--- src/acf_defines.vh ---
// Operation
// - Enable bit 7 gates all comparisons; disabled comparator held in low power.
// - Bit 6 picks non-inverting source: 0 positive pin, 1 bandgap reference.
// - Negative pin always inverting; positive pin used only when select is 0.
// - Bandgap selected releases the positive pin for general-purpose use.
// - Result high when non-inverting input exceeds inverting input, else low.
// - Event flag bit 5 sets on each compare event chosen by mode.
// - Writing 1 clears the event flag; writing 0 leaves it alone.
// - Mode bits 1:0: 00/10 falling, 01 rising, 11 either edge.
// - Interrupt request high exactly while enable bit 4 and flag both set; the code registers eventIrq, so it follows them one cycle late.
// - Interrupt enable is a plain read-write bit.
// - Bit 3 reads the present comparator result.
// - Result status resets to 0 and reads 0 while disabled.
// - In wait mode the block runs normally and can wake the processor.
// - In stop mode no edge detection or flag setting happens.
// - After the two deepest stop modes all state is at reset.
// - After the lightest stop mode state is kept and operation resumes.
// - In background debug halt the block keeps comparing and flagging.
`ifndef ACF_DEFINES_VH
`define ACF_DEFINES_VH
`define ACF_ADDR_W 3
`define ACF_ADDR_CTRL 3'h0
`define ACF_ADDR_STAT 3'h1
`define ACF_ADDR_MASK 3'h2
`define ACF_BIT_EN 7
`define ACF_BIT_BGS 6
`define ACF_BIT_FLAG 5
`define ACF_BIT_IE 4
`define ACF_BIT_RES 3
`define ACF_MODE_HI 1
`define ACF_MODE_LO 0
`define ACF_CTRL_RESET 8'h00
`define ACF_MODE_RISE 2'h1
`define ACF_MODE_BOTH 2'h3
`define ACF_EVT_W 2
`define ACF_EVT_COMPARE 0
`define ACF_EVT_RESULT 1
`endif

--- src/acf_sync.v ---
`timescale 1ns/1ps
`include "acf_defines.vh"
module acf_sync
(
	input wire mclk,
	input wire reset,
	input wire clkEnable,
	input wire asyncIn,
	output reg syncOut
);
	reg stageOne;

	// First stage feeds only the second
	always @(posedge mclk)
	begin
		if (reset)
		begin
			stageOne <= 1'b0;
			syncOut <= 1'b0;
		end
		else if (clkEnable)
		begin
			stageOne <= asyncIn;
			syncOut <= stageOne;
		end
	end
endmodule

--- src/acf_edge_detect.v ---
`timescale 1ns/1ps
`include "acf_defines.vh"
module acf_edge_detect
(
	input wire mclk,
	input wire reset,
	input wire clkEnable,
	input wire level,
	input wire [1:0] flagModeSelect,
	output wire compareEvent
);
	reg lastLevel;
	wire rise;
	wire fall;

	assign rise = clkEnable & level & ~lastLevel;
	assign fall = clkEnable & ~level & lastLevel;
	assign compareEvent = (flagModeSelect == `ACF_MODE_BOTH) ? (rise | fall) :
		(flagModeSelect == `ACF_MODE_RISE) ? rise : fall;

	always @(posedge mclk)
	begin
		if (reset)
			lastLevel <= 1'b0;
		else if (clkEnable)
			lastLevel <= level;
	end
endmodule

--- src/acf_comparator_ctrl.v ---
// Strobed register access and the placing of the registers were left to the implementer.
`timescale 1ns/1ps
`include "acf_defines.vh"
module acf_comparator_ctrl
(
	input wire mclk,
	input wire reset,
	input wire deepStopWake,
	input wire stopMode,
	input wire analogResult,
	input wire [`ACF_ADDR_W-1:0] regAddr,
	input wire [7:0] regWriteData,
	input wire regWrite,
	input wire regRead,
	output reg [7:0] regReadData,
	output reg comparatorEnable,
	output reg referenceSourceSelect,
	output reg positivePinRelease,
	output reg eventIrq,
	output reg combinedIrq
);
	// ---------------------------------------------------------------
	// Control state
	// ---------------------------------------------------------------
	reg compareEventFlag;
	reg eventInterruptEnable;
	reg [1:0] flagModeSelect;
	reg [`ACF_EVT_W-1:0] eventStatus;
	reg [`ACF_EVT_W-1:0] eventMask;
	reg prevResultStatus;
	wire blockReset;
	wire clkEnable;
	wire syncResult;
	wire compareEvent;
	wire comparatorResultStatus;
	wire [`ACF_EVT_W-1:0] eventHit;
	wire [`ACF_EVT_W-1:0] next_eventStatus;
	wire [7:0] ctrlView;
	wire writeCtrl;
	wire readStat;

	// Deep stop recovery looks like a fresh reset
	assign blockReset = reset | deepStopWake;
	// Stop halts the block clock; wait and debug halt do not reach here
	assign clkEnable = ~stopMode & comparatorEnable;
	assign writeCtrl = regWrite & (regAddr == `ACF_ADDR_CTRL);
	assign readStat = regRead & (regAddr == `ACF_ADDR_STAT);

	// ---------------------------------------------------------------
	// Result path
	// ---------------------------------------------------------------
	acf_sync resultSync
	(
		.mclk(mclk),
		.reset(blockReset),
		.clkEnable(clkEnable),
		.asyncIn(analogResult),
		.syncOut(syncResult)
	);

	acf_edge_detect edgeDetect
	(
		.mclk(mclk),
		.reset(blockReset),
		.clkEnable(clkEnable),
		.level(syncResult),
		.flagModeSelect(flagModeSelect),
		.compareEvent(compareEvent)
	);

	assign comparatorResultStatus = comparatorEnable & syncResult;

	assign ctrlView = {comparatorEnable, referenceSourceSelect,
		compareEventFlag, eventInterruptEnable, comparatorResultStatus,
		1'b0, flagModeSelect};

	// ---------------------------------------------------------------
	// Control register
	// ---------------------------------------------------------------
	always @(posedge mclk)
	begin
		if (blockReset)
		begin
			comparatorEnable <= 1'b0;
			referenceSourceSelect <= 1'b0;
			eventInterruptEnable <= 1'b0;
			flagModeSelect <= 2'h0;
			compareEventFlag <= 1'b0;
		end
		else
		begin
			if (writeCtrl)
			begin
				comparatorEnable <= regWriteData[`ACF_BIT_EN];
				referenceSourceSelect <= regWriteData[`ACF_BIT_BGS];
				eventInterruptEnable <= regWriteData[`ACF_BIT_IE];
				flagModeSelect <= regWriteData[`ACF_MODE_HI:`ACF_MODE_LO];
			end
			// Set wins over a same-cycle clear
			if (compareEvent)
				compareEventFlag <= 1'b1;
			else if (writeCtrl && regWriteData[`ACF_BIT_FLAG])
				compareEventFlag <= 1'b0;
		end
	end

	// ---------------------------------------------------------------
	// Sticky status, cleared by reading it
	// ---------------------------------------------------------------
	assign eventHit[`ACF_EVT_COMPARE] = compareEvent;
	assign eventHit[`ACF_EVT_RESULT] = comparatorResultStatus ^
		prevResultStatus;

	// Set wins over a read clear in the same cycle
	genvar i;
	generate
		for (i = 0; i < `ACF_EVT_W; i = i + 1)
		begin : stickyBits
			assign next_eventStatus[i] = eventHit[i] |
				(eventStatus[i] & ~readStat);
		end
	endgenerate

	always @(posedge mclk)
	begin
		if (blockReset)
		begin
			eventStatus <= {`ACF_EVT_W{1'b0}};
			eventMask <= {`ACF_EVT_W{1'b0}};
			prevResultStatus <= 1'b0;
		end
		else
		begin
			eventStatus <= next_eventStatus;
			prevResultStatus <= comparatorResultStatus;
			if (regWrite && regAddr == `ACF_ADDR_MASK)
				eventMask <= regWriteData[`ACF_EVT_W-1:0];
		end
	end

	// ---------------------------------------------------------------
	// Outputs, all registered
	// ---------------------------------------------------------------
	always @(posedge mclk)
	begin
		if (blockReset)
		begin
			regReadData <= `ACF_CTRL_RESET;
			positivePinRelease <= 1'b0;
			eventIrq <= 1'b0;
			combinedIrq <= 1'b0;
		end
		else
		begin
			// Pin freed for GPIO while bandgap feeds the + input
			positivePinRelease <= referenceSourceSelect;
			// One cycle lag behind flag and enable
			eventIrq <= compareEventFlag & eventInterruptEnable;
			combinedIrq <= |(eventStatus & eventMask);
			regReadData <= 8'h00;
			if (regRead)
			begin
				case (regAddr)
					`ACF_ADDR_CTRL: regReadData <= ctrlView;
					`ACF_ADDR_STAT: regReadData <= {6'h00, eventStatus};
					`ACF_ADDR_MASK: regReadData <= {6'h00, eventMask};
					default: regReadData <= 8'h00;
				endcase
			end
		end
	end
endmodule

--- config.mk ---
export PLATFORM = sky130hd
export DESIGN_NAME = acf_comparator_ctrl
export DESIGN_NICKNAME = d
export VERILOG_FILES = /design/src/acf_sync.v /design/src/acf_edge_detect.v /design/src/acf_comparator_ctrl.v
export VERILOG_INCLUDE_DIRS = /design/src
export SDC_FILE = /design/constraint.sdc
export NUM_CORES = 1
export LEC_CHECK = 0
export ABC_CLOCK_PERIOD_IN_PS = 1090
export BUFFER_PORTS_ARGS = -buffer_cell sky130_fd_sc_hd__buf_2
export CAP_MARGIN = 10
export CORE_MARGIN = 10
export CORE_UTILIZATION = 47
export DETAILED_ROUTE_END_ITERATION = 12
export HOLD_SLACK_MARGIN = 0.05
export PLACE_DENSITY = 0.86
export SLEW_MARGIN = 20
export SYNTH_ARGS = -nofsm -noshare
export SYNTH_HDL_FRONTEND = slang
export SYNTH_SLANG_ARGS = --single-unit
--- constraint.sdc ---
create_clock -name mclk -period 1.09 [get_ports mclk]
set_input_delay 0.0545 -clock mclk [delete_from_list [all_inputs] [get_ports mclk]]
set_output_delay 0.0545 -clock mclk [all_outputs]
set_load 0.05 [all_outputs]
Yosys cells after proc, flatten, opt, wreduce, memory -nomap -nowiden
Index checks and enable logic that the tools add are counted.
{ "word_totals": {"regBits": 25, "in_bits": 18, "output_inout_bits": 13, "elab_cells": 52} }
{ "op_classes": {"reduce_logical": 6, "bitwise_logic": 22, "n_eq_ne": 4, "mux": 5} }
{ "op_table": {"columns": ["cell", "count"], "rows": [
  ["8-bit case mux with 3 select lines", 1],
  ["1-bit bitwise AND", 11],
  ["1-bit inverter", 5],
  ["1-bit two-way mux", 4],
  ["1-bit OR", 4],
  ["2-bit OR reduction", 2],
  ["3-bit by 1-bit == test with 1-bit output (second input constant)", 1],
  ["3-bit by 2-bit == test with 1-bit output (second input constant)", 1],
  ["3-bit logical NOT", 1],
  ["2-bit bitwise AND", 1],
  ["2-bit by 1-bit == test with 1-bit output (second input constant)", 1],
  ["2-bit == test (second input constant)", 1],
  ["1-bit logical AND", 2],
  ["2-bit nonzero test", 1],
  ["1-bit bitwise XOR", 1]
]} }

Longest topological paths before layout
Gate-level depths: netlist of the first run.
{ "logic_depth": {"ltp_word": 7, "depth_mapped": 4, "ltp_nobuf": 3} }

Hierarchy
Synthesis of the first run repeated with hierarchy kept, for this count alone.
{ "unflattened": {"hier_cells": 91, "area_unflattened_um2": 918.4} }
{ "modules_own_cells": {"columns": ["mod", "area_per_inst_um2", "seq_area_each_um2", "n_inst", "cells_each"], "rows": [
  ["acf_comparator_ctrl", 785.8, 420.4, 1, 77],
  ["acf_sync", 67.6, 40.0, 1, 6],
  ["acf_edge_detect", 65.1, 20.0, 1, 8]
]} }

Worst setup path after synthesis of the first run
OpenSTA, ideal clock, no wires.
{ "synth_timing": {"path_kind": "reg2reg", "startpoint": "reg comparatorEnable", "endpoint": "reg compareEventFlag", "path_slack_ns": -0.160, "required_ns": 1.015, "path_stages_with_launch": 4, "arrival_time_ns": 1.175, "setup_ns": 0.075, "cell_sequence": "dfxtp_1 nor2b_1 nand2_1 o22ai_1"} }
{ "synth_between": {"elab_chain_cells": 6, "elab_cells_between_ends": 10, "classes_between": "mux (3); bitwise (6); reduce/logical (1)"} }
{ "synth_rtl": {"columns": ["item", "line_no", "rtl"], "rows": [
  ["start, declared", "acf_comparator_ctrl.v:16", "output reg comparatorEnable,"],
  ["start signal, assigned", "acf_comparator_ctrl.v:94", "comparatorEnable <= regWriteData[`ACF_BIT_EN];"],
  ["1-bit bitwise AND *", "acf_comparator_ctrl.v:45", "assign clkEnable = ~stopMode & comparatorEnable;"],
  ["1-bit bitwise AND, on equally long branches (2 in a row)", "acf_edge_detect.v:17, acf_edge_detect.v:16", null],
  ["1-bit two-way mux or 1-bit OR (tied branches)", "acf_edge_detect.v:19, acf_edge_detect.v:18", null],
  ["1-bit two-way mux *", "acf_edge_detect.v:18", "assign compareEvent = (flagModeSelect == `ACF_MODE_BOTH) ? (rise | fall) :"],
  ["1-bit two-way mux or 2-bit nonzero test (tied branches)", null, null],
  ["end signal, assigned", "acf_comparator_ctrl.v:88", "compareEventFlag <= 1'b0;"],
  ["end signal, assigned", "acf_comparator_ctrl.v:101", "compareEventFlag <= 1'b1;"],
  ["end signal, assigned", "acf_comparator_ctrl.v:103", "compareEventFlag <= 1'b0;"],
  ["end, declared", "acf_comparator_ctrl.v:25", "reg compareEventFlag;"]
]} }
Every way passes the cells marked *; elsewhere a longest branch is shown, timed or not.
A chain may end at the register's enable or synchronous reset.

Worst setup path in the final report of the first run
{ "layout_timing": {"startpoint": "reg comparatorEnable", "endpoint": "out comparatorEnable"} }
No word-level cell between the ends.

==> results.txt, run 1 <==
The count of maximum capacitance violations came out at 0. The total standard cell area after synthesis is 923 µm². The effective utilization at floorplan came out at 51.3%.

The number of cells on the worst reg-to-reg path is 3. The run finished with clean final reports. The number of vias per cell after detailed routing is 4.92. The multi-input logic area is 419 µm². The register clock-pin slew on the reported worst setup and hold paths came out at around 110 ps. The floorplan has 15 rows. The slowest cell on the critical path is sky130_fd_sc_hd__dfxtp_2. In the layout the commonest cells are sky130_fd_sc_hd__buf_2 (27), sky130_fd_sc_hd__dfxtp_1 (23), sky130_fd_sc_hd__nand2_1 (12), sky130_fd_sc_hd__nor2_1 (10), sky130_fd_sc_hd__mux2i_1 (9). The chip width is 64.3 µm. In this run, the combinational gates consume 9.1% of the power. The proportion of register bits with asynchronous set or reset after synthesis is 0%. The final setup skew is 0.964 ps. In this run the power density over the cells is 1140 nW/µm². Across all hold checks on the routed design, the worst slack comes to 31.7 ps. In this run the register-to-register setup slack is roughly 120 ps. The final hold violation count came out at 0. Setup violations remaining at the end of the flow were counted as 0.

The total of flip-flops plus latches after synthesis is 24. In this run the most critical hold path is launched from stopMode. The number of flops mapped to enable cells by yosys came out at 0. The via count of the first global-routing pass came out at 779. The number of ports placed on the die boundary is 31. The path with the worst hold slack has its endpoint at resultSync.stageOne. The number of routed nets with antenna violations is 0.

The part of the power in registers is 64.2%. The layout overhead on the synthesized area is 30.4%. The endpoint identified for the worst register-to-register timing path is regReadData[1]. The detailed placer's ending HPWL came out at about 1.6 mm. The average cell area after synthesis is 9.72 µm².

The largest single stage delay on the critical path is just under 400 ps. The cell count after synthesis came out at 95. Walking the worst path, the cells encountered are buf_2. The quantity of I/O buffers inserted on ports is 27. The die is approximately 64 µm tall. In this run the deepest clock path goes through 2 buffers.

The via count came out at 783. Cells with a size suffix above 1 make up approximately 30% of the layout. The number of detailed-routing iterations run before antenna repair is 4.

Summed over all cells, the static leakage comes to 0.505 nW. The critical-path maximum fanout came out at 7. The diode insertion count for antenna repair is 0.

The worst hold path belongs to the class in -> reg. The most common library cell in the layout ignoring fill and taps is sky130_fd_sc_hd__buf_2. The total buffers and inverters traversed by the critical path is 1.

The number of antenna violations at the first check in global routing came out at 0. Per report_power, the clock group accounts for around a quarter of the total. The number of sinks on the clock net came out at 24.

Counting distinct cell types in the post-synthesis netlist gives 26. Grouping stages by cell kind, the critical path spends the most delay in flip-flops. The maximum number of pins on one net before global-route repair came out at 14. The synthesized net count is 113.

The total overflow left after global routing is 0. Net switching is 21.8% of the power. The detailed router's first-iteration violation count came out at 16. The prevailing post-synth register cell is sky130_fd_sc_hd__dfxtp_1.

During synthesis, Yosys emitted a total of 0 warnings. VDD sags by at most 0.895 mV. The number of buffers inserted during clock tree synthesis came out at 3. The clock period could shrink to 1030 ps. The analysis attributes to net switching a power of 0.000299 W. The number of fill cells in the layout came out at 145. The design internal power came out at 0.00107 W. The achievable frequency came out at between 900 and 1000 MHz. The insertion delay to the later sink of the worst-skew pair is about 310 ps.

The total routing usage reported by global routing came out at 9.78%. The max-slew violation total from the final report is 0. The overall routed net length is approximately 2 mm. The final cycle utilization of the critical path came out at 94.7%.

The detailed-route DRC error count is 0. In this run the critical register-to-register path is launched from flagModeSelect[1]. The required time at the endpoint of the critical path came out at 1040 ps. The die footprint came out at 4140 µm². The critical path is of the reg -> out type. CTS placed an instance of sky130_fd_sc_hd__clkbuf_4 at the clock tree root. STA puts the critical path data arrival time at 980 ps. The global-route wire length before repair is 3.34 mm. TritonCTS built the clock tree. The wire length per cell after detailed routing came out at 12.6 µm. Setup repair after global routing left no endpoint under its margin. The number of stages on the worst hold path came out at 4. The weighted congestion at the end of routability-driven global placement came out at 0.803. STA classifies the critical path endpoint as a primary output.

The post-route setup TNS is 0 ps. The kind of start point of the critical path is a register. The sequential area share after synthesis is a little over half.

The footprint of the flip-flops and latches came out at between 400 and 500 µm². The count of nets after finishing is 154. The number of levels in the clock H-tree came out at 1. The core region is 1800 µm².
==> cell usage after synthesis, types with 2 or more instances <==
library cell | n | share of area, %
sky130_fd_sc_hd__nor2_1 | 10 | 4.1
sky130_fd_sc_hd__nand2b_1 | 2 | 1.4
sky130_fd_sc_hd__a21oi_1 | 7 | 3.8
sky130_fd_sc_hd__or2_2 | 3 | 2.0
sky130_fd_sc_hd__mux2i_1 | 9 | 9.8
sky130_fd_sc_hd__nor2b_1 | 2 | 1.4
sky130_fd_sc_hd__dfxtp_1 | 24 | 52
sky130_fd_sc_hd__and2_1 | 6 | 4.1
sky130_fd_sc_hd__and3_1 | 3 | 2.0
sky130_fd_sc_hd__nand2_1 | 12 | 4.9
sky130_fd_sc_hd__nand3_1 | 2 | 1.1
==> worst max path at each step <==
stage                     start           endpoint  slack [ps]  cells past startpoint
6_report       comparatorEnable   comparatorEnable          60                      1
5_1_grt        comparatorEnable   comparatorEnable          10                      1
4_1_cts        comparatorEnable   comparatorEnable          50                      1
3_5_place_dp         regAddr[2]  flagModeSelect[1]          50                      5
3_3_place_gp         regAddr[2]  flagModeSelect[1]          80                      5
2_1_floorplan  comparatorEnable   compareEventFlag          30                      3
==> power by group through the flow <==
stage | logic [W] | clock network, W | registers (W)
detailed placement | 0.000102 | 0 | 0.000901
CTS | 0.000125 | 0.000371 | 0.000881
global route | 0.000136 | 0.000399 | 0.000882
finish | 0.000125 | 0.000367 | 0.000881
global placement | 0.0000982 | 0 | 0.000901
floorplan | 0.0000526 | 0 | 0.000903
==> cell families (layout without fill, tap and decap cells) <==
group / count (synthesis) / in the layout / share of synthesized area, %
AOI/OAI and AO/OA: 11 / 11 / 6.50
xor gates and xnor gates: 1 / 1 / 0.949
buffers and inverters: 4 / 43 / 2.84
DFF: 24 / 24 / 52.0
muxes: 9 / 9 / 9.76
other: 1 / 1 / 0.406
and+or+nand+nor: 45 / 45 / 27.5
==> state kept, by name, indices dropped and copies added (netlist names) <==
| signal | cells |
|---|---|
| comparatorEnable | 1 |
| edgeDetect.lastLevel | 1 |
| positivePinRelease | 1 |
| eventInterruptEnable | 1 |
| combinedIrq | 1 |
| resultSync.stageOne | 1 |
| flagModeSelect | 2 |
| eventStatus | 2 |
| compareEventFlag | 1 |
| resultSync.syncOut | 1 |
| regReadData | 7 |
| referenceSourceSelect | 1 |
| eventIrq | 1 |
| eventMask | 2 |
| prevResultStatus | 1 |
==> through the flow <==
stage / setup WS [ps] / area, µm² / instances / utilization (%) / total power, W
after detailed placement: 45.5 / 1100 / 148 / 61.0 / 0.00100
after floorplan: 32.3 / 925 / 95 / - / 0.000956
after global placement: 79.4 / 1100 / 148 / 61.0 / 0.000999
after CTS: 53.6 / 1200 / 159 / 66.7 / 0.00138
final: 57.8 / 1200 / 159 / 66.8 / 0.00137
after global routing: 9.66 / 1200 / 159 / 66.8 / 0.00142
==> timing repair <==
item / 4_1_cts / 5_1_grt
endpoints found under the hold margin: 10 / 0
buffers inserted: 0 / 0
hold buffers: 8 / 0
resized for setup: 0 / 1
endpoints found under the setup margin: 0 / 1
==> per-layer routing <==
layer  share of wire, %  vias up  global-route usage (%)
met2                 45       26                    15.1
li1                   -      395                       -
met4                1.4        0                    5.61
met5                  0        -                       0
met1                 46      357                    10.7
met3                8.1        5                    4.70
==> final cells by class <==
cell class,instances,share of cell area (%)
clock buffers,3,1.87
repair buffers,39,20.4
flip-flops and latches,24,40.0
well taps,25,2.60
multi-input cells,67,34.8
inverters,1,0.312
Power figures use the tool's default switching activity.
==> run 2, diff against run 1 <==
ABC_CLOCK_PERIOD_IN_PS = 1240   (was 1090)
CORE_UTILIZATION = 50   (was 47)
PLACE_DENSITY = 0.9   (was 0.86)
clock period = 1.24 ns   (was 1.09 ns; I/O delays follow)
==> run 2 against run 1 <==
Effect of this change: combinational power down 18%; hold slack improved by 33 ps; wire length decreased by 0.95%; sequential share of layout area fell by 0.41 points; non-clock buffer count shrank 2; sequential cell count unchanged; clock-buffer cell count unchanged; power grew 4.5%; largest cell class unchanged.
==> results.txt, run 2 (synthesis gave the netlist of run 1 again) <==
Outcome: complete, no violations (unchanged). The design internal power came to 0.00115 W (was 0.00107 W). The total placed instance area is 1080 µm² (was 1100 µm²). The number of flip-flops in the largest register is 7 (unchanged).

The worst setup margin is 181 ps (was 57.8 ps). The detailed router's first-iteration violation count came out at 21 (was 16). The share of total power consumed by net switching was 19.6% (was 21.8%). The number of sinks on the clock net came out at 24 (unchanged). The maximum ir drop on the vdd rail came out at 1.21 mV (was 0.895 mV). The highest cell delay on the worst timing path came out at 400 ps (was 390 ps). The slowest cell on the critical path is sky130_fd_sc_hd__dfxtp_2 (unchanged).

The final hold violation count came out at 0 (unchanged). The critical-path maximum fanout came out at 7 (unchanged). Critical path cell sequence: buf_2 (unchanged).

The most common library cell in the layout ignoring fill and taps is sky130_fd_sc_hd__buf_2 (unchanged). The register with the most flip-flops is regReadData (unchanged). The total power of the final layout came out at 0.00143 W (was 0.00137 W). The number of resized instances in the post-cts repair step is 0 (unchanged).

The final setup skew is 11.6 ps (was 0.964 ps). The core area is 1750 µm² (was 1800 µm²). The maximum clock path buffer count is 2 (unchanged). The part of the power in registers is 54.0% (was 64.2%).

The kind of end point of the critical path is a primary output (unchanged). The worst hold slack across all endpoints is 64.5 ps (was 31.7 ps). The wire length per cell after detailed routing is 12.6 µm (about the same).

The total routing usage reported by global routing came out at 11.0% (was 9.78%). The kind of cell adding the most delay to the critical path is flip-flops (unchanged). The CTS root buffer is sky130_fd_sc_hd__clkbuf_4 (unchanged). The total buffers and inverters traversed by the critical path came out at 1 (unchanged). The overall routed net length is 1.99 mm (was 2.01 mm). The TritonCTS clock tree is yes (unchanged). The worst min-delay path category is in -> reg (unchanged).

Setup repair after global routing missed its margin: false (unchanged). The number of detailed-routing iterations run before antenna repair came out at 5 (was 4). The post-route setup TNS came out at 0 ps (unchanged).

The startpoint-to-endpoint class of the critical path is reg -> out (unchanged). The total global routing overflow is 0 (unchanged). The diode insertion count for antenna repair is 0 (unchanged). The y dimension of the die is 63.0 µm (was 64.3 µm).

The combinational group share of total power came to 7.2% (was 9.1%). The share of cells above drive strength 1 is 29.3% (was 30.6%). The data arrival time at the worst-slack endpoint is 1000 ps (was 980 ps).

The kind of start point of the critical path was a register (unchanged). The final cycle utilization of the critical path came out at 85.4%. The power density of the placed cells is 1180 nW/µm² (was 1140 nW/µm²). The net switching power came out at 0.000281 W (was 0.000299 W).

The via count of the first global-routing pass came out at 814 (was 779). Most frequent cells in the layout: sky130_fd_sc_hd__buf_2 (27), sky130_fd_sc_hd__dfxtp_1 (23), sky130_fd_sc_hd__nand2_1 (12), sky130_fd_sc_hd__nor2_1 (10), sky130_fd_sc_hd__mux2i_1 (9) (unchanged). The number of ports placed on the die boundary was 31 (unchanged).

The die footprint came out at 3970 µm² (was 4140 µm²). The detailed-route DRC error count is 0 (unchanged). The register clock-pin slew on the reported worst setup and hold paths is 130 ps (was 110 ps). The number of fill cells in the layout came out at 143 (was 145). The weighted congestion at the end of routability-driven global placement is 0.825 (was 0.803). The via count was 756 (was 783). The worst-case setup slack after placement was 205 ps (was 45.5 ps). The leakage power of the design was 0.509 nW (was 0.505 nW).

The count of maximum capacitance violations is 0 (unchanged). The quantity of I/O buffers inserted on ports was 27 (unchanged). The detailed placer's ending HPWL came out at 1.46 mm (was 1.57 mm). The achievable frequency is between 900 and 1000 MHz. The row count is 15 (unchanged).

The number of vias per cell after detailed routing came out at 4.78 (was 4.92). The number of antenna violations at the first check in global routing is 0 (unchanged). The maximum number of pins on one net before global-route repair came out at 15 (was 14).

The effective utilization at floorplan was 52.9% (was 51.3%). The number of buffers inserted during clock tree synthesis came to 3 (unchanged). The chip width came to 63.0 µm (was 64.3 µm). The total setup violations reported at the end of the flow is 0 (unchanged).

The insertion delay to the later sink of the worst-skew pair came out at 320 ps (was 310 ps). The number of routed nets with antenna violations is 0 (unchanged). The max-slew violation total from the final report is 0 (unchanged).

The count of nets after finishing is 152 (was 154). The global-route wire length before repair was 3.58 mm (was 3.34 mm). The clock power share came out at 38.8% (was 26.7%). The time the worst path needs with I/O delays and setup came out at 1060 ps.

The final standard cell area without fillers is 1220 µm² (was 1200 µm²). The number of levels in the clock H-tree came out at 1 (unchanged). The layout overhead on the synthesized area came to 31.7% (was 30.4%). The required time at the endpoint of the critical path is 1180 ps (was 1040 ps).
## run 2: stage by stage
stage,instances,util [%]
2_1_floorplan,95,-
3_3_place_gp,146,62.1
3_5_place_dp,146,62.1
4_1_cts,158,69.7
5_1_grt,158,69.7
6_report,158,69.7
## run 2: path summary, 6_finish.rpt
path / startpoint / end / slack [ps] / depth (start not counted)
worst max-delay path: comparatorEnable / comparatorEnable / 180 / 1
worst min-delay path: stopMode / resultSync.syncOut / 60 / 4
worst max register to register: comparatorEnable / eventStatus[0] / 220 / 3
worst min register to register: resultSync.stageOne / resultSync.syncOut / 480 / 2
## run 2: cell type report
| cell class | count | area [µm²] | share of cell area [%] |
|---|---|---|---|
| clock buffer | 3 | 22.5 | 1.85 |
| clock inverter | 1 | 30.0 | 2.47 |
| inverter | 1 | 3.75 | 0.309 |
| multi-input combinational | 67 | 417 | 34.3 |
| sequential | 24 | 482 | 39.6 |
| tap | 25 | 31.3 | 2.57 |
| timing repair buffer | 37 | 230 | 18.9 |
## run 2: per-layer routing
metal / vias up / routed length (µm) / share of wire [%] / track usage (%)
met2: 24 / 872 / 44 / 16.9
met5: - / 0 / 0 / 0
met4: 0 / 44 / 2.2 / 5.87
li1: 401 / - / - / -
met3: 4 / 149 / 7.5 / 4.30
met1: 327 / 921 / 46 / 12.7
## run 2: timing repair
| item | 4_1_cts | 5_1_grt |
|---|---|---|
| setup buffers | 0 | 0 |
| hold buffers | 8 | 0 |
| endpoints found under the hold margin | 11 | 0 |
## run 2: power groups by stage
stage               Sequential, W  Combinational [W]  Clock (W)
CTS                      0.000775           0.000103   0.000559
floorplan                0.000794          0.0000462          0
global placement         0.000792          0.0000810          0
finish                   0.000775           0.000103   0.000556
global route             0.000776           0.000114   0.000595
detailed placement       0.000792          0.0000826          0
